[config.mk]
export PLATFORM = sky130hd
export DESIGN_NAME = tmr_core
export DESIGN_NICKNAME = d
export VERILOG_FILES = /design/src/inc/tmr_pkg.sv /design/src/core/tmr_core.sv /design/src/core/tmr_in_filter.sv /design/src/core/tmr_prescaler.sv
export SDC_FILE = /design/constraint.sdc
export NUM_CORES = 1
export LEC_CHECK = 0
export BUFFER_PORTS_ARGS = -buffer_cell sky130_fd_sc_hd__clkbuf_2
export CORE_MARGIN = 4
export CORE_UTILIZATION = 40
export DETAILED_ROUTE_END_ITERATION = 16
export GPL_ROUTABILITY_DRIVEN = 0
export PLACE_DENSITY = 0.65
export SLEW_MARGIN = 20
export SYNTH_ARGS = -nofsm -noshare
export SYNTH_HDL_FRONTEND = slang
export SYNTH_SLANG_ARGS = --single-unit
[constraint.sdc]
create_clock -name clk_sys -period 11.87 [get_ports clk_sys]
set_clock_uncertainty 0.05 [all_clocks]
set_input_delay 2.374 -clock clk_sys [delete_from_list [all_inputs] [get_ports clk_sys]]
set_output_delay 2.374 -clock clk_sys [all_outputs]
set_load 0.01 [all_outputs]
[src/inc/tmr_pkg.sv]
// Timer package: register indices, field positions, codes, limits
// and the state records of the timer core and its helpers.
// Assumes an 8-bit register port addressed by a 4-bit index.
`default_nettype none
package tmr_pkg;
  localparam int unsigned FILT_LEN = 4;
  localparam int unsigned PSC_W = 10;
  // Register indices
  localparam logic [3:0] REG_CTRL_A = 4'h0;
  localparam logic [3:0] REG_CTRL_B = 4'h1;
  localparam logic [3:0] REG_CNT_LO = 4'h2;
  localparam logic [3:0] REG_CNT_HI = 4'h3;
  localparam logic [3:0] REG_CMPA_LO = 4'h4;
  localparam logic [3:0] REG_CMPA_HI = 4'h5;
  localparam logic [3:0] REG_CMPB_LO = 4'h6;
  localparam logic [3:0] REG_CMPB_HI = 4'h7;
  localparam logic [3:0] REG_CAP_LO = 4'h8;
  localparam logic [3:0] REG_CAP_HI = 4'h9;
  localparam logic [3:0] REG_MASK = 4'hA;
  localparam logic [3:0] REG_FLAGS = 4'hB;
  // Field positions
  localparam int CA_SRC = 7;
  localparam int CA_FRC_A = 3;
  localparam int CA_FRC_B = 2;
  localparam int CB_FILT = 7;
  localparam int CB_EDGE = 6;
  localparam int FB_OVF = 7;
  localparam int FB_CMPA = 6;
  localparam int FB_CMPB = 5;
  localparam int FB_CAP = 3;
  // Write masks and reset values
  localparam logic [7:0] CTRL_A_WMASK = 8'h83;
  localparam logic [7:0] CTRL_B_WMASK = 8'hDF;
  localparam logic [7:0] FLAG_USED = 8'hE8;
  localparam logic [7:0] RST8 = 8'h00;
  localparam logic [15:0] RST16 = 16'h0000;
  localparam logic [15:0] CNT_ONE = 16'h0001;
  // Clock select codes
  localparam logic [2:0] CS_STOP = 3'h0;
  localparam logic [2:0] CS_DIV1 = 3'h1;
  localparam logic [2:0] CS_DIV8 = 3'h2;
  localparam logic [2:0] CS_DIV64 = 3'h3;
  localparam logic [2:0] CS_DIV256 = 3'h4;
  localparam logic [2:0] CS_DIV1024 = 3'h5;
  localparam logic [2:0] CS_EXT_FALL = 3'h6;
  localparam logic [2:0] CS_EXT_RISE = 3'h7;
  localparam logic [9:0] PSC_M8 = 10'h007;
  localparam logic [9:0] PSC_M64 = 10'h03F;
  localparam logic [9:0] PSC_M256 = 10'h0FF;
  localparam logic [9:0] PSC_M1024 = 10'h3FF;
  localparam logic [3:0] FILT_ONES = 4'hF;
  localparam logic [3:0] FILT_ZERO = 4'h0;
  // Fixed TOP values
  localparam logic [15:0] TOP_MAX = 16'hFFFF;
  localparam logic [15:0] TOP_8 = 16'h00FF;
  localparam logic [15:0] TOP_9 = 16'h01FF;
  localparam logic [15:0] TOP_10 = 16'h03FF;
  // Wave modes
  typedef enum logic [3:0] {
    WM_NORM = 4'h0, WM_PC8 = 4'h1, WM_PC9 = 4'h2, WM_PC10 = 4'h3,
    WM_CTC_A = 4'h4, WM_FP8 = 4'h5, WM_FP9 = 4'h6, WM_FP10 = 4'h7,
    WM_PFC_I = 4'h8, WM_PFC_A = 4'h9, WM_PC_I = 4'hA, WM_PC_A = 4'hB,
    WM_CTC_I = 4'hC, WM_RSVD = 4'hD, WM_FP_I = 4'hE, WM_FP_A = 4'hF
  } tmr_wave_t;
  typedef struct packed {
    logic [3:0] addr;
    logic [7:0] wdata;
    logic wr;
    logic rd;
  } tmr_bus_t;
  typedef struct packed {
    logic s1;
    logic s2;
    logic [FILT_LEN-1:0] hist;
    logic out;
  } tmr_filt_st_t;
  typedef struct packed {
    logic [PSC_W-1:0] div;
    logic ext_prev;
  } tmr_psc_st_t;
  typedef struct packed {
    logic [7:0] ctrl_a;
    logic [7:0] ctrl_b;
    logic [15:0] cnt;
    logic [15:0] cmpa;
    logic [15:0] cmpb;
    logic [15:0] cap;
    logic [7:0] mask;
    logic [7:0] flags;
    logic [7:0] temp;
    logic [7:0] rdata;
    logic blk;
    logic down;
    logic cap_prev;
    logic [1:0] wave;
  } tmr_core_st_t;
endpackage
`default_nettype wire

[src/core/tmr_core.sv]
// Sixteen-bit timer/counter with capture and two compare channels,
// reached over a simple 8-bit register port with one-cycle reads.
// Assumes bus, vec_ack and glob_irq_en are on clk_sys; pins are not.
// Operation
// With filtering on, capture level changes after four equal samples.
// Edge select zero captures on falling edge, one on rising edge.
// Capture copies counter into capture value and sets capture flag.
// Capture input is ignored when capture value is the TOP source.
// Control B bit five reads zero; software writes zero there.
// Clock select zero stops; codes one to five divide 1..1024.
// Codes six and seven count external falling or rising edges.
// External pin counts even if it is driven as an output.
// All 16-bit registers pass through one shared high-byte latch.
// Counter write blocks compare matches on the next timer tick.
// Compare values are compared continuously; match flags and toggles.
// Capture source is the pin or the analog comparator.
// Request needs enable bit, global enable and flag all set.
// Normal and clear-on-compare set overflow at counter maximum.
// Compare flag sets in timer cycle after counter equals compare.
// A forced compare does not set the compare flag.
// Flags clear on vector execution or on a written one.
// With capture value as TOP, capture flag sets at TOP.
// Wave mode picks count sequence, TOP source and overflow point.
// Forced compare raises no request and clears no counter.
// Counter steps once per tick and holds when clock stopped.
// Reset clears control, mask and flags, so counter is stopped.
`timescale 1ns/10ps
`default_nettype none
module tmr_core
  import tmr_pkg::*;
(
  input wire logic clk_sys,
  input wire logic rst,
  input wire tmr_bus_t bus,
  output logic [7:0] rdata,
  input wire logic capture_input_pin,
  input wire logic acomp_in,
  input wire logic ext_clock_pin,
  input wire logic glob_irq_en,
  input wire logic [3:0] vec_ack,
  output logic [3:0] irq_req,
  output logic [1:0] waveform_output
);
  tmr_core_st_t st_r;
  tmr_core_st_t st_nxt;
  logic tick;
  logic cap_lvl;
  logic ext_lvl;
  logic cap_raw;
  logic cap_evt;
  logic match_a;
  logic match_b;
  logic frc_a;
  logic frc_b;
  logic at_top;
  logic [3:0] wave_mode;
  logic [15:0] top;
  logic [7:0] set_v;
  logic [7:0] clr_v;
  logic [7:0] ack_v;
  logic [15:0] rd16;

  ////////////////////////////////////////////////////////////////////
  // Mode decoding helpers

  function automatic logic is_phase(input logic [3:0] m);
    return m inside {WM_PC8, WM_PC9, WM_PC10, WM_PFC_I, WM_PFC_A,
      WM_PC_I, WM_PC_A};
  endfunction

  function automatic logic is_fast(input logic [3:0] m);
    return m inside {WM_FP8, WM_FP9, WM_FP10, WM_FP_I, WM_FP_A};
  endfunction

  function automatic logic cap_is_top(input logic [3:0] m);
    return m inside {WM_PFC_I, WM_PC_I, WM_CTC_I, WM_FP_I};
  endfunction

  // Reserved mode falls back to a full-range count
  function automatic logic [15:0] top_of(input logic [3:0] m,
    input logic [15:0] a, input logic [15:0] c);
    logic [15:0] t;
    t = TOP_MAX;
    if (m inside {WM_PC8, WM_FP8})
      t = TOP_8;
    else if (m inside {WM_PC9, WM_FP9})
      t = TOP_9;
    else if (m inside {WM_PC10, WM_FP10})
      t = TOP_10;
    else if (m inside {WM_CTC_A, WM_PFC_A, WM_PC_A, WM_FP_A})
      t = a;
    else if (cap_is_top(m))
      t = c;
    return t;
  endfunction

  // Sixteen-bit register behind a low-byte index
  function automatic logic [15:0] val16(input logic [3:0] a,
    input tmr_core_st_t s);
    logic [15:0] v;
    v = RST16;
    unique case (a)
      REG_CNT_LO: v = s.cnt;
      REG_CMPA_LO: v = s.cmpa;
      REG_CMPB_LO: v = s.cmpb;
      REG_CAP_LO: v = s.cap;
      default: v = RST16;
    endcase
    return v;
  endfunction

  ////////////////////////////////////////////////////////////////////
  // Input conditioning and clock source

  // capture source mux ahead of the synchroniser
  assign cap_raw = st_r.ctrl_a[CA_SRC] ? acomp_in : capture_input_pin;

  tmr_in_filter u_cap_filt (
    .clk_sys(clk_sys),
    .rst(rst),
    .raw(cap_raw),
    .filt_en(st_r.ctrl_b[CB_FILT]),
    .lvl(cap_lvl)
  );

  // pin level is taken whatever its port direction
  tmr_in_filter u_ext_sync (
    .clk_sys(clk_sys),
    .rst(rst),
    .raw(ext_clock_pin),
    .filt_en(1'b0),
    .lvl(ext_lvl)
  );

  tmr_prescaler u_psc (
    .clk_sys(clk_sys),
    .rst(rst),
    .clock_sel(st_r.ctrl_b[2:0]),
    .ext_lvl(ext_lvl),
    .tick(tick)
  );

  ////////////////////////////////////////////////////////////////////
  // Event decoding

  // wave mode from both control registers
  assign wave_mode = {st_r.ctrl_b[4:3], st_r.ctrl_a[1:0]};
  assign top = top_of(wave_mode, st_r.cmpa, st_r.cap);
  assign at_top = st_r.cnt == top;

  // blocked compare after a counter write
  // continuous compare, sampled on the timer tick
  assign match_a = tick && !st_r.blk && st_r.cnt == st_r.cmpa;
  assign match_b = tick && !st_r.blk && st_r.cnt == st_r.cmpb;

  // Force strobes act only outside the PWM modes
  assign frc_a = bus.wr && bus.addr == REG_CTRL_A
    && bus.wdata[CA_FRC_A] && !is_phase(wave_mode)
    && !is_fast(wave_mode);
  assign frc_b = bus.wr && bus.addr == REG_CTRL_A
    && bus.wdata[CA_FRC_B] && !is_phase(wave_mode)
    && !is_fast(wave_mode);

  // edge select
  // capture off while capture value is TOP
  assign cap_evt = !cap_is_top(wave_mode)
    && (st_r.ctrl_b[CB_EDGE] ? (cap_lvl && !st_r.cap_prev)
                            : (!cap_lvl && st_r.cap_prev));

  // vector execution clears the matching flag
  assign ack_v = {vec_ack[3], vec_ack[2], vec_ack[1], 1'b0,
    vec_ack[0], 3'h0};

  // Whole 16-bit value behind the index; split into low byte and latch
  assign rd16 = val16(bus.addr, st_r);

  ////////////////////////////////////////////////////////////////////
  // Next-state logic

  always_comb
  begin
    st_nxt = st_r;
    set_v = RST8;
    clr_v = RST8;
    st_nxt.rdata = RST8;
    st_nxt.cap_prev = cap_lvl;
    // one step per tick, none while stopped
    if (tick)
    begin
      st_nxt.blk = 1'b0;
      if (is_phase(wave_mode))
      begin
        if (!st_r.down)
        begin
          if (st_r.cnt >= top)
          begin
            st_nxt.down = 1'b1;
            st_nxt.cnt = st_r.cnt - CNT_ONE;
            // capture flag at TOP
            set_v[FB_CAP] = cap_is_top(wave_mode);
          end
          else
          begin
            st_nxt.cnt = st_r.cnt + CNT_ONE;
          end
        end
        else if (st_r.cnt == RST16)
        begin
          // dual-slope overflow at bottom
          st_nxt.down = 1'b0;
          st_nxt.cnt = CNT_ONE;
          set_v[FB_OVF] = 1'b1;
        end
        else
        begin
          st_nxt.cnt = st_r.cnt - CNT_ONE;
        end
      end
      else
      begin
        st_nxt.down = 1'b0;
        // Counter past a lowered TOP runs on to the wrap
        if (at_top || st_r.cnt == TOP_MAX)
          st_nxt.cnt = RST16;
        else
          st_nxt.cnt = st_r.cnt + CNT_ONE;
        // overflow at maximum, fast modes at TOP
        if (is_fast(wave_mode))
          set_v[FB_OVF] = at_top;
        else
          set_v[FB_OVF] = st_r.cnt == TOP_MAX;
        // capture flag at TOP
        if (cap_is_top(wave_mode) && at_top)
          set_v[FB_CAP] = 1'b1;
      end
    end
    // compare flags set after the matching cycle
    // forced compares never set them
    set_v[FB_CMPA] = match_a;
    set_v[FB_CMPB] = match_b;
    // a force only toggles the output
    if (match_a || frc_a)
      st_nxt.wave[0] = ~st_r.wave[0];
    if (match_b || frc_b)
      st_nxt.wave[1] = ~st_r.wave[1];
    // capture copies the counter
    if (cap_evt)
    begin
      st_nxt.cap = st_r.cnt;
      set_v[FB_CAP] = 1'b1;
    end
    // writes go through the shared high-byte latch
    if (bus.wr)
    begin
      case (bus.addr)
        REG_CTRL_A: st_nxt.ctrl_a = bus.wdata & CTRL_A_WMASK;
        // reserved bit never stored
        REG_CTRL_B: st_nxt.ctrl_b = bus.wdata & CTRL_B_WMASK;
        REG_CNT_HI, REG_CMPA_HI, REG_CMPB_HI, REG_CAP_HI:
          st_nxt.temp = bus.wdata;
        REG_CNT_LO:
        begin
          st_nxt.cnt = {st_r.temp, bus.wdata};
          // block the next compare
          st_nxt.blk = 1'b1;
        end
        REG_CMPA_LO: st_nxt.cmpa = {st_r.temp, bus.wdata};
        REG_CMPB_LO: st_nxt.cmpb = {st_r.temp, bus.wdata};
        REG_CAP_LO: st_nxt.cap = {st_r.temp, bus.wdata};
        REG_MASK: st_nxt.mask = bus.wdata & FLAG_USED;
        // written ones clear flags
        REG_FLAGS: clr_v = bus.wdata & FLAG_USED;
        default: st_nxt.temp = st_r.temp;
      endcase
    end
    // low-byte read latches the high byte
    if (bus.rd)
    begin
      case (bus.addr)
        REG_CTRL_A: st_nxt.rdata = st_r.ctrl_a;
        REG_CTRL_B: st_nxt.rdata = st_r.ctrl_b;
        REG_CNT_LO, REG_CMPA_LO, REG_CMPB_LO, REG_CAP_LO:
        begin
          st_nxt.rdata = rd16[7:0];
          st_nxt.temp = rd16[15:8];
        end
        REG_CNT_HI, REG_CMPA_HI, REG_CMPB_HI, REG_CAP_HI:
          st_nxt.rdata = st_r.temp;
        REG_MASK: st_nxt.rdata = st_r.mask;
        REG_FLAGS: st_nxt.rdata = st_r.flags;
        default: st_nxt.rdata = RST8;
      endcase
    end
    // Set wins over a clear in the same cycle
    st_nxt.flags = (st_r.flags & ~clr_v & ~ack_v) | set_v;
  end

  // everything cleared, clock stopped
  always_ff @(posedge clk_sys or posedge rst)
  begin
    if (rst)
    begin
      st_r <= '0;
    end
    else
    begin
      st_r <= st_nxt;
    end
  end

  ////////////////////////////////////////////////////////////////////
  // Outputs

  assign rdata = st_r.rdata;
  assign waveform_output = st_r.wave;

  // flag, enable and global enable together
  assign irq_req = {st_r.flags[FB_OVF], st_r.flags[FB_CMPA],
    st_r.flags[FB_CMPB], st_r.flags[FB_CAP]}
    & {st_r.mask[FB_OVF], st_r.mask[FB_CMPA],
    st_r.mask[FB_CMPB], st_r.mask[FB_CAP]} & {4{glob_irq_en}};
endmodule // tmr_core
`default_nettype wire

[src/core/tmr_in_filter.sv]
// Two-stage synchroniser with an optional four-sample majority-free
// filter. Assumes raw comes from a pin outside the clk_sys domain.
`timescale 1ns/10ps
`default_nettype none
module tmr_in_filter
  import tmr_pkg::*;
(
  input wire logic clk_sys,
  input wire logic rst,
  input wire logic raw,
  input wire logic filt_en,
  output logic lvl
);
  tmr_filt_st_t st_r;
  tmr_filt_st_t st_nxt;

  // Sync chain, sample history and filtered level
  always_comb
  begin
    st_nxt = st_r;
    st_nxt.s1 = raw;
    st_nxt.s2 = st_r.s1;
    st_nxt.hist = {st_r.hist[FILT_LEN-2:0], st_r.s2};
    if (!filt_en)
    begin
      st_nxt.out = st_r.s2;
    end
    // four equal samples
    // Registered history gives the full four-cycle extra delay
    else if (st_r.hist == FILT_ONES)
    begin
      st_nxt.out = 1'b1;
    end
    else if (st_r.hist == FILT_ZERO)
    begin
      st_nxt.out = 1'b0;
    end
  end

  always_ff @(posedge clk_sys or posedge rst)
  begin
    if (rst)
    begin
      st_r <= '0;
    end
    else
    begin
      st_r <= st_nxt;
    end
  end

  assign lvl = st_r.out;
endmodule // tmr_in_filter
`default_nettype wire

[src/core/tmr_prescaler.sv]
// Free-running prescaler and external clock edge picker; gives one
// tick pulse per counter step. Assumes ext_lvl is already synced.
`timescale 1ns/10ps
`default_nettype none
module tmr_prescaler
  import tmr_pkg::*;
(
  input wire logic clk_sys,
  input wire logic rst,
  input wire logic [2:0] clock_sel,
  input wire logic ext_lvl,
  output logic tick
);
  tmr_psc_st_t st_r;
  tmr_psc_st_t st_nxt;

  // Divider never resets on a select change; first tick may be short
  always_comb
  begin
    st_nxt = st_r;
    st_nxt.div = st_r.div + 10'h001;
    st_nxt.ext_prev = ext_lvl;
  end

  // divided and stopped rates
  // external edge select
  always_comb
  begin
    unique case (clock_sel)
      CS_STOP: tick = 1'b0;
      CS_DIV1: tick = 1'b1;
      CS_DIV8: tick = (st_r.div & PSC_M8) == PSC_M8;
      CS_DIV64: tick = (st_r.div & PSC_M64) == PSC_M64;
      CS_DIV256: tick = (st_r.div & PSC_M256) == PSC_M256;
      CS_DIV1024: tick = st_r.div == PSC_M1024;
      CS_EXT_FALL: tick = st_r.ext_prev & ~ext_lvl;
      CS_EXT_RISE: tick = ~st_r.ext_prev & ext_lvl;
    endcase
  end

  always_ff @(posedge clk_sys or posedge rst)
  begin
    if (rst)
    begin
      st_r <= '0;
    end
    else
    begin
      st_r <= st_nxt;
    end
  end
endmodule // tmr_prescaler
`default_nettype wire

# Yosys cells after proc, flatten, opt, wreduce, memory -nomap -nowiden
# Index checks and enable logic that the tools add are counted.
dict set report totals {
  register_bits 128
  input_bits 24
}
dict set report classes {
  add_sub_neg 3
  n_lt_le_gt_ge 1
  n_eq_ne 42
  n_mux 50
  bitwise_logic 13
  reduce_logical 41
}
# cell n
set ops {}
lappend ops {{16-bit two-way mux} 17}
lappend ops {{72-bit two-way mux} 1}
lappend ops {{16-bit one-hot mux with 4 select lines} 1}
lappend ops {{16-bit == test} 3}
lappend ops {{4-bit == test, second input constant} 12}
lappend ops {{8-bit two-way mux} 6}
lappend ops {{8-bit one-hot mux with 6 select lines} 1}
lappend ops {{4-bit by 3-bit == test with 1-bit output, second input constant} 8}
lappend ops {{1-bit two-way mux} 22}
lappend ops {{16-bit by 1-bit adder with 16-bit output, second input constant} 1}
lappend ops {{8-bit bitwise AND} 2}
lappend ops {{16-bit == test, second input constant} 1}
lappend ops {{4-bit by 2-bit == test with 1-bit output, second input constant} 4}
lappend ops {{16-bit greater-or-equal comparator} 1}
lappend ops {{16-bit zero test} 1}
lappend ops {{8-bit inverter} 2}
lappend ops {{16-bit by 1-bit subtractor with 16-bit output, second input constant} 1}
lappend ops {{3-bit == test, second input constant} 5}
lappend ops {{1-bit logical AND} 14}
lappend ops {{10-bit by 1-bit adder with 10-bit output, second input constant} 1}
lappend ops {{10-bit == test, second input constant} 1}
lappend ops {{2-bit AND reduction} 5}
lappend ops {{4-bit bitwise AND} 2}
lappend ops {{4-bit by 1-bit == test with 1-bit output, second input constant} 2}
lappend ops {{19 further kinds} 36}

# Longest topological paths before layout
# Gate-level depths: netlist (run 1).
dict set report logic_depth {
  ltp_word 14
  ltp_mapped 15
  depth_no_buf 12
}

# Cells and area by module
# A second synthesis (run 1) with hierarchy kept.
dict set report hier_totals {
  hier_cells 872
  area_unflattened_um2 8172.8
}
# mod instances cells_each area_each_um2
set by_module_without_submodules {}
lappend by_module_without_submodules {tmr_core 1 802 7228.2}
lappend by_module_without_submodules {tmr_prescaler 1 44 526.8}
lappend by_module_without_submodules {tmr_in_filter 2 13 209.0}

# Least setup slack after synthesis (run 1)
# No wires, ideal clock.
dict set report synth_path {
  path_kind {input-to-output}
  from {input glob_irq_en}
  to {output irq_req[0]}
  t_arrival_ns 2.564
  t_required_ns 9.446
  slack_ns 6.882
  path_stages 1
  cell_sequence {and3_1}
}
dict set report synth_via {
  elab_chain_cells 1
}
# element line_no
set synth_lines {}
lappend synth_lines {{start, declared} tmr_core.sv:39} ;# input wire logic glob_irq_en,
lappend synth_lines {{4-bit bitwise AND} tmr_core.sv:321} ;# st_r.mask[FB_CMPB], st_r.mask[FB_CAP]} & {4{glob_irq_en}};
lappend synth_lines {{end, declared} tmr_core.sv:41} ;# output logic [3:0] irq_req,
# Every way passes these cells.

# Worst setup path in the final report (run 1)
dict set report layout_path {
  from {input glob_irq_en}
  to {output irq_req[2]}
}
# The elaborated chain is that of the path after synthesis.

==> Implementation_results.wiki, run 1 <==
{| class="wikitable"
! Metric !! Value
|-
| Post-Synthesis Cell Area || 7970 um^2
|-
| Via count of the routed design || ~7,000
|-
| Internal power || ~1.1 mW
|-
| Clock root buffer master || sky130_fd_sc_hd__clkbuf_16
|-
| Metal1 wirelength || about 11,000 um
|-
| DRC violation total after the first TritonRoute iteration || 1,037
|-
| Arrival time at the worst endpoint || approximately 2.8 ns
|-
| Aggregate routed wire length || about 25,000 um
|-
| Critical path capture point type || primary output
|-
| CTS HTree Levels || 4
|-
| Predominant post-synthesis flop cell || sky130_fd_sc_hd__dfrtp_1
|-
| Final-report max-slew violation count || 0
|-
| Effective utilization at floorplan || about 41%
|-
| Proportion of power drawn by the clock network || roughly 28%
|-
| Post-route antenna net violation count || 0
|-
| Cts-stage hold buffer count || 0
|-
| RSZ-0062 raised after global routing || no
|-
| Type of origin of the critical path || input port
|-
| Number of placement rows || just over 50
|-
| Chain of cells forming the critical path || clkbuf_2, and3_1, clkbuf_2
|-
| Min Clock Period, post-route || a little over 5 ns
|-
| Met3 layer wire length in the routed design || approximately 1900 um
|-
| Initial antenna violation count || 0
|-
| Die area || 22,200 um^2
|-
| Number of global-route vias before repair || 6,528
|-
| N_diodes || 0
|-
| Fmax achieved || between 0.15 and 0.2 GHz
|-
| Critical path's largest stage delay || approximately 0.17 ns
|-
| # Max-Cap Violations || 0
|-
| Proportion of register bits with asynchronous set or reset after synthesis || 100%
|-
| Clock-pin transition on the worst setup and hold timing paths || approximately 0.06 ns
|-
| Number of storage elements in the synthesis netlist || between 100 and 150
|-
| Power density relative to cell area || between 200 and 250 nW/um^2
|-
| Part of the total power dissipated in sequential elements || between 30% and 40%
|-
| Worst setup margin || ~6.7 ns
|-
| Clock latency on the worst-skew pair || ~0.42 ns
|-
| Die span in y || around 150 um
|-
| Worst path required time || between 9 and 10 ns
|-
| Hold WC Path Type || register to register
|-
| Final HPWL DP || around 17,000 um
|-
| Post-CTS Setup Bufs || 0
|-
| CP dominant cell by count || sky130_fd_sc_hd__clkbuf_2
|-
| Number of enable-type register cells in the synthesized netlist || 0
|-
| Detailed route wirelength on metal2 || ~11,000 um
|-
| Number of fill cells in the layout || 1,921
|-
| Pin count of the biggest net entering global routing || 70
|-
| Total clock buffers created by CTS || 17
|-
| Final count of negative-setup-slack endpoints || 0
|-
| Area added between synthesis and finish || 10.7%
|-
| CTS tree || built
|-
| Final hold violations || 0
|-
| Boundary pin count || 38
|-
| Syn nets || just over 900
|-
| Net switching fraction of the power || between 40% and 50%
|-
| Placed Cells incl. Taps || 1,107
|-
| Std-Cell Core Area || around 20,000 um^2
|-
| Global router's overall resource usage || about 22%
|-
| Wire length per cell after detailed routing || ~22 um
|-
| Final global-route overflow total || 0
|-
| Number of buffers and inverters on the critical path || 2
|-
| Highest Signal Layer || met4
|-
| Largest fanout on the critical path || 4
|-
| Lkg Pwr || between 3 and 4 nW
|-
| Relative slew slack || 38.3%
|-
| Combinational fraction of design power || approximately 33%
|-
| Clk sink count || 124
|-
| Maximum VDD drop || about 120 uV
|-
| Number of nets in the finished design || 906
|-
| Global-route wire length before repair || a little under 40,000 um
|-
| Worst slack at placement || 6.68 ns
|-
| Final instance count without filler cells || roughly 1,100
|-
| Mapped Cells || roughly 870
|-
| Critical-path top delay cell || sky130_fd_sc_hd__and3_1
|-
| Post-Route Setup TNS || 0 ns
|-
| Category of cells accounting for the largest share of critical-path delay || buffers and inverters
|-
| Crit path kind || input port to primary output
|-
| Overall die width || approximately 150 um
|-
| Post-route core utilization || a little under half
|-
| Result of the run || completed
|-
| Fraction of layout cells with a size suffix above 1 || between 15 and 20%
|-
| Maximum clock insertion buffer count || 2
|-
| Transition time at the pin with the least slew margin || 0.917 ns
|-
| Share of the clock period used by the worst path || 43.8%
|-
| P_sw || slightly below 0.8 mW
|-
| Sequential fraction of the synthesis area || 38.9%
|-
| Number of DRC violations after detailed routing || 0
|-
| IO buf count || 37
|-
| Total iterations of the first detailed-routing run || 9
|-
| Vias per cell || 6.21
|-
| Library cells used by synthesis || 76
|-
| Post-CTS resize count || 0
|-
| Post-synthesis average cell area || slightly above 9 um^2
|-
| Synth warn || 0
|}
==> worst paths after layout <==
check	from	end	slack, ns	depth (start not counted)
min in group asynchronous	rst	u_psc.st_r[1]	2.01	2
setup / recovery	glob_irq_en	irq_req[2]	6.68	3
setup reg to reg	st_r[104]	st_r[100]	7.00	11
hold / removal	u_cap_filt.st_nxt[5]	u_cap_filt.st_nxt[1]	0.30	0
max in group asynchronous	rst	st_r[4]	8.42	3
hold reg to reg	u_cap_filt.st_nxt[5]	u_cap_filt.st_nxt[1]	0.30	0
==> per-stage QoR <==
stage | total power [mW] | hold WS [ns] | cell area [um^2]
floorplan | 1.17 | 0.281 | 7970
global placement | 1.35 | 0.283 | 8230
detailed placement | 1.36 | 0.291 | 8230
CTS | 1.89 | 0.304 | 8820
global route | 2.01 | 0.307 | 8820
finish | 1.91 | 0.302 | 8820
==> layout by cell type (no fill, tap or decap), drive strengths merged, types with 10 or more instances in the layout <==
cell type  netlist  layout
a211oi          15      15
a21oi           70      70
a222oi          11      11
a22oi           14      14
a31oi           18      18
and2            13      13
and3            17      17
clkbuf          50      55
dfrtp          124     124
ha              21      21
inv             10      16
mux2            49      49
mux2i           24      24
nand2           88      88
nand2b          10      10
nand3           24      24
nand4           11      11
nor2            55      55
nor3            16      16
nor4            17      17
o21ai           46      46
xnor2           10      10
xor2            36      36
==> cell type report <==
| type | count | area, um^2 | share of cell area, % |
|---|---|---|---|
| flip-flops and latches | 124 | 3100 | 35.2 |
| multi-input cells | 662 | 4500 | 51.0 |
| well taps | 265 | 332 | 3.76 |
| clock inverters | 14 | 161 | 1.83 |
| repair buffers | 46 | 253 | 2.87 |
| clock buffers | 18 | 429 | 4.87 |
| inverters | 10 | 40.0 | 0.454 |
==> cells in the mapped netlist, drive strengths merged, types with 16 or more instances <==
master  number  area [um^2]
a21oi       70          358
a31oi       18          113
and3        17          110
buf         21          150
clkbuf      50          189
dfrtp      124         3100
ha          21          263
mux2        49          552
mux2i       24          240
nand2       88          330
nand3       24          120
nor2        55          206
nor3        16         95.1
nor4        17          121
o21ai       46          230
xor2        36          315
==> logic make-up (layout without fill, tap and decap cells) <==
group | after synthesis | count (layout) | synth area share, %
and+or+nand+nor | 293 | 293 | 19.0
xor gates and xnor gates | 46 | 46 | 5.05
muxes | 73 | 73 | 9.94
buffers and inverters | 81 | 88 | 4.73
AOI/OAI and AO/OA | 229 | 229 | 19.1
DFF | 124 | 124 | 38.9
adders and majority gates | 21 | 21 | 3.30
==> power by group through the flow <==
stage	logic [mW]	registers, mW	clock network (mW)
5_1_grt	0.686	0.769	0.553
3_3_place_gp	0.597	0.757	0
2_1_floorplan	0.559	0.613	0
4_1_cts	0.609	0.750	0.532
3_5_place_dp	0.603	0.756	0
6_report	0.620	0.759	0.527
==> sequential cells by signal, summed over array words and instances, names as in the netlist <==
register / cells
waveform_output: 2
u_psc.st_r: 11
u_cap_filt.lvl: 1
u_cap_filt.st_nxt: 5
u_cap_filt.st_r: 1
st_r: 93
u_ext_sync.st_nxt: 2
u_ext_sync.lvl: 1
rdata: 8
==> per-layer routing <==
metal	vias up	GRT usage [%]
li1	3181	-
met1	3450	32.0
met2	379	33.7
met3	66	3.83
met4	0	9.57
met5	-	0
(Power assumes the default switching activity.)
==> run 2, diff against run 1 <==
- ABC_AREA: default -> 1
- PLACE_DENSITY: 0.65 -> 0.67
- clock period: 11.87 -> 4.2 ns (I/O delays scaled with it)
==> run 2 against run 1 <==
Effect of this change:
- setup slack worse by 6.3 ns
- non-clock buffer count is 2 lower
- register-to-register slack worse by 6.6 ns
- sequential power increased to 2.7 times the previous value
- core utilization rose by 0.42 points
- first-iteration DRC count is 11% lower
- combinational power rose to 3.8 times the previous value
- critical path depth grew 18
- hold slack worse by 0.0017 ns
- synthesized cell count is 22% higher
- sequential share of layout area shrank 0.21 points
- critical path type is now register to register
==> Implementation_results.wiki, run 2 <==
{| class="wikitable"
! Metric !! Value
|-
| Result of the run || completed
|-
| Worst reg-to-reg setup slack || 0.40 ns (-6.60 ns)
|-
| Predominant post-synthesis flop cell || sky130_fd_sc_hd__dfrtp_1
|-
| Fmax achieved || about 0.26 GHz
|-
| Via count of the routed design || 7,592 (+7.3%)
|-
| Clk sink count || 124 (unchanged)
|-
| Vias per cell || 5.62 (-9.5%)
|-
| Number of placement rows || 51 (unchanged)
|-
| IO buf count || 37 (unchanged)
|-
| Largest fanout on the critical path || 15 (+11)
|-
| Number of DRC violations after detailed routing || 0 (unchanged)
|-
| # Max-Cap Violations || 0 (unchanged)
|-
| Power density relative to cell area || 667 nW/um^2 (+210%)
|-
| Overall die width || 149 um (-0.18%)
|-
| Relative slew slack || 33.0% (-5.3 points)
|-
| Final hold violations || 0 (unchanged)
|-
| Startpoint of the most critical register-to-register path || st_r[105]
|-
| DRC violation total after the first TritonRoute iteration || 922 (-11%)
|-
| Number of enable-type register cells in the synthesized netlist || 0 (unchanged)
|-
| Maximum VDD drop || 354 uV (+200%)
|-
| Crit path kind || register to register
|-
| Effective utilization at floorplan || 40.8% (about the same)
|-
| Wire length per cell after detailed routing || 19.2 um (-11%)
|-
| Largest register by flop count || st_r
|-
| Fraction of post-synthesis cell area in the top cell type by area || 39.1% (+0.15 points)
|-
| Global router's overall resource usage || 23.9% (+1.5 points)
|-
| Sequential fraction of the synthesis area || 39.1% (+0.15 points)
|-
| Arrival time at the worst endpoint || 4.11 ns (+1.34 ns)
|-
| Syn nets || 1,100 (+21%)
|-
| Post-Route Setup TNS || 0 ns (unchanged)
|-
| Number of storage elements in the synthesis netlist || 124 (unchanged)
|-
| Worst path required time || 4.51 ns (-4.94 ns)
|-
| Placed Cells incl. Taps || 1,316 (+19%)
|-
| Number of nets in the finished design || 1,116 (+23%)
|-
| Area added between synthesis and finish || 11.8%
|-
| Cell accounting for the most synthesized area || sky130_fd_sc_hd__dfrtp_1
|-
| Post-CTS Setup Bufs || 0 (unchanged)
|-
| Source of the worst hold timing path || u_ext_sync.st_nxt[1]
|-
| Final-report max-slew violation count || 0 (unchanged)
|-
| CTS HTree Levels || 4 (unchanged)
|-
| Final HPWL DP || 18,900 um (+13%)
|-
| Fraction of layout cells with a size suffix above 1 || 13.6% (-4.4 points)
|-
| Final instance count without filler cells || 1,350 (+19%)
|-
| Min Clock Period, post-route || 3.80 ns
|-
| Lkg Pwr || 4.17 nW (+9.0%)
|-
| Number of global-route vias before repair || 7,311 (+12%)
|-
| Share of the clock period used by the worst path || around 91%
|-
| Post-synthesis average cell area || 7.53 um^2 (-18%)
|-
| Final global-route overflow total || 0 (unchanged)
|-
| Cts-stage hold buffer count || 0 (unchanged)
|-
| Endpoint of the worst register-to-register path || st_r[92]
|-
| Global-route wire length before repair || 40,800 um (+5.7%)
|-
| Initial antenna violation count || 1 (+1)
|-
| Max FFs per register || 93 (unchanged)
|-
| Synth warn || 0 (unchanged)
|-
| Boundary pin count || 38 (unchanged)
|-
| Area post-placement || 8250 um^2 (+0.27%)
|-
| Post-Synthesis Cell Area || 7940 um^2 (-0.38%)
|-
| Proportion of register bits with asynchronous set or reset after synthesis || 100% (unchanged)
|-
| Die span in y || 149 um (-0.18%)
|-
| Worst reg2reg path depth || 21 (+10)
|-
| Total clock buffers created by CTS || 17 (unchanged)
|-
| Clock latency on the worst-skew pair || 0.43 ns (about the same)
|-
| Total iterations of the first detailed-routing run || 7 (-2)
|-
| Most common library cell in the layout ignoring fill and taps || sky130_fd_sc_hd__nand2_1
|-
| Type of origin of the critical path || register
|-
| Final worst hold slack || 0.300 ns (-0.00172 ns)
|-
| Worst Hold Path Cells || 0 (unchanged)
|-
| Transition time at the pin with the least slew margin || 1.00 ns (+0.0862 ns)
|-
| Top-count cell post-synth || sky130_fd_sc_hd__nand2_1
|-
| Std-Cell Core Area || 19,500 um^2 (-0.33%)
|-
| Die area || 22,200 um^2 (-0.36%)
|-
| Clock root buffer master || sky130_fd_sc_hd__clkbuf_16
|-
| Critical path capture point type || register
|-
| CTS tree || built
|-
| RSZ-0062 raised after global routing || no
|-
| Maximum clock insertion buffer count || 2 (unchanged)
|-
| Post-route antenna net violation count || 0 (unchanged)
|-
| Hold WC Path Type || register to register
|-
| Library cells used by synthesis || 47 (-38%)
|-
| Final count of negative-setup-slack endpoints || 0 (unchanged)
|-
| Most frequent cells in the layout || sky130_fd_sc_hd__nand2_1 (250), sky130_fd_sc_hd__dfrtp_1 (124), sky130_fd_sc_hd__inv_1 (105)
|-
| Post-CTS resize count || 0 (unchanged)
|-
| Pin count of the biggest net entering global routing || 67 (-4.3%)
|-
| Final Instance Area || 8870 um^2 (+0.60%)
|-
| Clock-pin transition on the worst setup and hold timing paths || 0.06 ns (about the same)
|-
| Aggregate routed wire length || 25,900 um (+5.0%)
|-
| Top cells by area in the synthesized netlist || sky130_fd_sc_hd__dfrtp_1 (39%), sky130_fd_sc_hd__nand2_1 (12%), sky130_fd_sc_hd__inv_1 (5.0%)
|-
| Top cells by count, synth || sky130_fd_sc_hd__nand2_1 (250), sky130_fd_sc_hd__dfrtp_1 (124), sky130_fd_sc_hd__inv_1 (106)
|-
| Mapped Cells || 1,055 (+22%)
|-
| Number of fill cells in the layout || 1,969 (+2.5%)
|-
| Sink of the worst hold path || u_ext_sync.lvl
|}
-- run 2: report_power, final --
part	switching (mW)	leakage, nW	internal [mW]	total [mW]
logic	1.50	2.32	0.832	2.33
clock network	0.623	0.301	0.912	1.53
registers	0.548	1.54	1.50	2.05
total	2.67	4.17	3.25	5.92
-- run 2: layout make-up --
type	count	area [um^2]	share of cell area [%]
Clock inverter	14	170	1.92
Antenna cell	1	2.50	0.0282
Inverter	132	500	5.64
Clock buffer	18	439	4.95
Tap cell	265	332	3.74
Sequential cell	124	3100	35.0
Multi-Input combinational cell	752	4070	45.9
Timing Repair Buffer	44	254	2.86
-- run 2: kinds of logic after synthesis --
group / synth area share (%)
flip-flops: 39.1
adder cells (fa/ha/maj): 3.31
XOR/XNOR: 4.52
AND/OR/NAND/NOR: 24.4
multiplexers: 0.284
AO/OA/AOI/OAI: 18.8
buffers and inverters: 9.63
-- run 2: through the flow --
stage	power, mW	utilization, %	worst slack (ns)
after floorplan	3.63	-	0.0108
after global placement	4.27	42.4	0.671
after detailed placement	4.29	42.4	0.514
after CTS	5.84	45.5	0.494
after global routing	6.30	45.6	0.0228
final	5.92	45.6	0.396
-- run 2: routing by layer --
layer,track usage [%],wire length [um],share of wire (%),vias to the layer above
met5,0,13,0.050,-
met4,9.43,925,3.6,2
li1,-,-,-,3560
met3,7.93,2880,11,76
met1,32.4,11000,42,3551
met2,35.4,11100,43,403
-- run 2: critical path, cell delays in order, from the launching register on --
cell	delay, ns
sky130_fd_sc_hd__dfrtp_1	0.44
sky130_fd_sc_hd__inv_2	0.09
sky130_fd_sc_hd__nor2_2	0.25
sky130_fd_sc_hd__inv_1	0.30
sky130_fd_sc_hd__nand2_1	0.33
sky130_fd_sc_hd__inv_2	0.18
sky130_fd_sc_hd__a21oi_1	0.15
sky130_fd_sc_hd__a21oi_1	0.06
sky130_fd_sc_hd__ha_1	0.30
sky130_fd_sc_hd__nand2_1	0.10
sky130_fd_sc_hd__inv_1	0.04
sky130_fd_sc_hd__nand2_1	0.09
sky130_fd_sc_hd__nor2_1	0.06
sky130_fd_sc_hd__nand2_1	0.11
sky130_fd_sc_hd__nand2_1	0.08
sky130_fd_sc_hd__nor2_2	0.18
sky130_fd_sc_hd__nand3_2	0.28
sky130_fd_sc_hd__inv_1	0.26
sky130_fd_sc_hd__nand3_1	0.10
sky130_fd_sc_hd__nand3_1	0.09
sky130_fd_sc_hd__nand2_1	0.06
sky130_fd_sc_hd__a21oi_1	0.13
-- run 2: how the worst max path moves through the flow --
stage | startpoint | slack (ns) | end | depth (start not counted)
5_1_grt | st_r[105] | 0.02 | st_r[92] | 21
3_3_place_gp | st_r[105] | 0.67 | st_r[92] | 21
3_5_place_dp | st_r[105] | 0.51 | st_r[92] | 21
4_1_cts | st_r[105] | 0.49 | st_r[92] | 21
6_report | st_r[105] | 0.40 | st_r[92] | 21
2_1_floorplan | rst | 0.01 | rdata[0] | 1
==> run 3, diff against run 2 <==
- ABC_AREA: 1 -> default
==> run 3 against run 2 <==
Effect of this change:
- sequential share of layout area shrank 0.17 points
- die area increased by 0.36%
- power shrank 8.1%
- first-iteration DRC count is 9.9% higher
- critical endpoint is now st_r[88]
- via count down 5.6%
- maximum frequency is 1.5% lower
- clock power fell by 6%
- highest routed layer is now met4
- critical path depth shrank 9
- clock-buffer cell count stayed put
- hold slack got worse by 0.0014 ns
- global-route usage is 0.80 points lower
- critical path type unchanged
- core utilization rose by 0.095 points
==> Implementation_results.wiki, run 3 (synthesis gave the netlist of run 1 again) <==
{| class="wikitable"
! Metric !! Value
|-
| Number of nets in the finished design || 919 (-18%)
|-
| Fraction of layout cells with a size suffix above 1 || 19.5% (+5.9 points)
|-
| Arrival time at the worst endpoint || 4.12 ns (about the same)
|-
| Maximum clock insertion buffer count || 2 (unchanged)
|-
| Worst setup margin || 0.337 ns (-0.0592 ns)
|-
| Chain of cells forming the critical path || buf_4, nor3_2, a21o_1, a21oi_1, ha_1, nand4_1, or3_1, o32a_2, nand3_1, nand2_1, a311oi_2, a21oi_1
|-
| Overall die width || 149 um (+0.18%)
|-
| Post-route antenna net violation count || 0 (unchanged)
|-
| Die span in y || 149 um (+0.18%)
|-
| Global-route wire length before repair || 39,900 um (-2.3%)
|-
| Most frequent cells in the layout || sky130_fd_sc_hd__dfrtp_1 (123), sky130_fd_sc_hd__nand2_1 (88), sky130_fd_sc_hd__a21oi_1 (68)
|-
| Final count of negative-setup-slack endpoints || 0 (unchanged)
|-
| Worst slack at placement || 0.306 ns (-0.208 ns)
|-
| Source of the worst hold timing path || u_ext_sync.st_nxt[1]
|-
| Final hold violations || 0 (unchanged)
|-
| Transition time at the pin with the least slew margin || 0.992 ns (-0.0112 ns)
|-
| Vias per cell || 6.22 (+11%)
|-
| Critical path capture point type || register
|-
| Relative slew slack || 33.3% (+0.30 points)
|-
| Effective utilization at floorplan || 40.8% (about the same)
|-
| Post-Route Setup TNS || 0 ns (unchanged)
|-
| Aggregate routed wire length || 25,000 um (-3.2%)
|-
| Final HPWL DP || 17,500 um (-7.3%)
|-
| Met3 Use GR || 5.77% (-2.2 points)
|-
| Power density relative to cell area || 610 nW/um^2 (-8.6%)
|-
| Startpoint of the most critical register-to-register path || st_r[109]
|-
| Sink of the worst hold path || u_ext_sync.lvl
|-
| CTS tree || built
|-
| Min Clock Period, post-route || 3.86 ns (+0.0592 ns)
|-
| Clock root buffer master || sky130_fd_sc_hd__clkbuf_16
|-
| Met1 Resource Use GR || 32.0% (-0.39 points)
|-
| Clock latency on the worst-skew pair || 0.43 ns (about the same)
|-
| Layer with the highest usage || met2
|-
| N_diodes || 0 (-1)
|-
| Share of the clock period used by the worst path || 92.0% (+1.4 points)
|-
| Worst setup path startpoint || st_r[109]
|-
| Final global-route overflow total || 0 (unchanged)
|-
| Area added between synthesis and finish || 11.9%
|-
| Lkg Pwr || 3.88 nW (-6.9%)
|-
| Pin count of the biggest net entering global routing || 71 (+6.0%)
|-
| IO buf count || 37 (unchanged)
|-
| Worst path required time || 4.46 ns (-0.05 ns)
|-
| Met2 track utilization from global routing || 34.6% (-0.84 points)
|-
| Clock-pin transition on the worst setup and hold timing paths || 0.06 ns (about the same)
|-
| Boundary pin count || 38 (unchanged)
|-
| Critical-path top delay cell || sky130_fd_sc_hd__nor3_2
|-
| Maximum VDD drop || 343 uV (-3.1%)
|-
| Std-Cell Core Area || 19,500 um^2 (+0.33%)
|-
| Global router's overall resource usage || 23.1% (-0.80 points)
|-
| Critical path's largest stage delay || 0.44 ns (about the same)
|-
| Hold WC Path Type || register to register
|-
| Number of DRC violations after detailed routing || 0 (unchanged)
|-
| CP dominant cell by count || sky130_fd_sc_hd__a21oi_1
|-
| Largest fanout on the critical path || 19 (+4)
|-
| Final-report max-slew violation count || 0 (unchanged)
|-
| Fmax achieved || 0.259 GHz (-1.5%)
|-
| CTS HTree Levels || 4 (unchanged)
|-
| Worst Hold Path Cells || 0 (unchanged)
|-
| Number of global-route vias before repair || 6,829 (-6.6%)
|-
| # Max-Cap Violations || 0 (unchanged)
|-
| Via count of the routed design || 7,167 (-5.6%)
|-
| Worst reg-to-reg setup slack || 0.34 ns (-0.06 ns)
|-
| Max FFs per register || 93 (unchanged)
|-
| Clk sink count || 124 (unchanged)
|-
| Largest register by flop count || st_r
|-
| Number of placement rows || 51 (unchanged)
|-
| Crit path kind || register to register
|-
| Cts-stage hold buffer count || 0 (unchanged)
|-
| Result of the run || completed
|-
| Most common library cell in the layout ignoring fill and taps || sky130_fd_sc_hd__dfrtp_1
|-
| Endpoint of the worst register-to-register path || st_r[88]
|-
| Total iterations of the first detailed-routing run || 6 (-1)
|-
| Wire length per cell after detailed routing || 21.7 um (+13%)
|-
| RSZ-0062 raised after global routing || no
|-
| Type of origin of the critical path || register
|-
| Die area || 22,200 um^2 (+0.36%)
|-
| Total clock buffers created by CTS || 17 (unchanged)
|-
| Initial antenna violation count || 0 (-1)
|-
| Worst reg2reg path depth || 12 (-43%)
|-
| DRC violation total after the first TritonRoute iteration || 1,013 (+9.9%)
|}
run 3: cell types whose count changed in the layout (fill, tap and decap cells not counted), moves of 23 or more:
cell                      change
sky130_fd_sc_hd__nand2_1    -162
sky130_fd_sc_hd__inv_1       -96
sky130_fd_sc_hd__mux2_2      +47
sky130_fd_sc_hd__o21ai_0     -31
sky130_fd_sc_hd__inv_2       -25
sky130_fd_sc_hd__o21ai_1     -24
sky130_fd_sc_hd__mux2i_1     +23
run 3: layout make-up:
class	count	area [um^2]
multi-input combinational	662	4510
tap	265	332
inverter	10	40.0
fill	1912	10600
timing repair buffer	59	363
sequential	124	3100
clock buffer	18	439
clock inverter	14	133
run 3: metal layers:
metal	vias to the layer above	part of all wire, %
met5	-	0
met4	0	4.1
met3	79	9.3
met2	423	45
met1	3462	42
li1	3203	-
run 3: stage by stage:
step	hold slack (ns)	cells	area, um^2	util (%)	total power, mW
6_report	0.299	1152	8920	45.7	5.44
5_1_grt	0.317	1152	8920	45.7	5.72
4_1_cts	0.300	1152	8920	45.7	5.38
3_5_place_dp	0.286	1120	8340	42.7	3.91
3_3_place_gp	0.284	1120	8340	42.7	3.89
2_1_floorplan	0.281	867	7970	-	3.31
run 3: what timing repair did:
item | 4_1_cts | 5_1_grt
buffers inserted | 0 | 0
resized for setup | 0 | 2
setup endpoints to repair | 0 | 8
run 3: critical path: cells and delay by family, from the launching register on:
family / cells / cell delay [ns]
compound gates: 5 / 1.02
fa+ha+maj: 1 / 0.34
buf+inv: 1 / 0.22
flops: 1 / 0.43
simple gates: 5 / 1.67
run 3: power by group:
| part | total (mW) | internal (mW) | switching [mW] |
|---|---|---|---|
| clock | 1.44 | 0.838 | 0.600 |
| sequential | 2.04 | 1.49 | 0.547 |
| combinational | 1.96 | 0.812 | 1.15 |
run 3: how the worst max path moves through the flow:
| stage | endpoint | slack, ns | depth (start not counted) |
|---|---|---|---|
| 2_1_floorplan | rdata[0] | 0.01 | 1 |
| 3_3_place_gp | st_r[97] | 0.41 | 11 |
| 3_5_place_dp | st_r[100] | 0.31 | 10 |
| 4_1_cts | st_r[100] | 0.29 | 10 |
| 5_1_grt | st_r[88] | 0.04 | 12 |
| 6_report | st_r[88] | 0.34 | 12 |
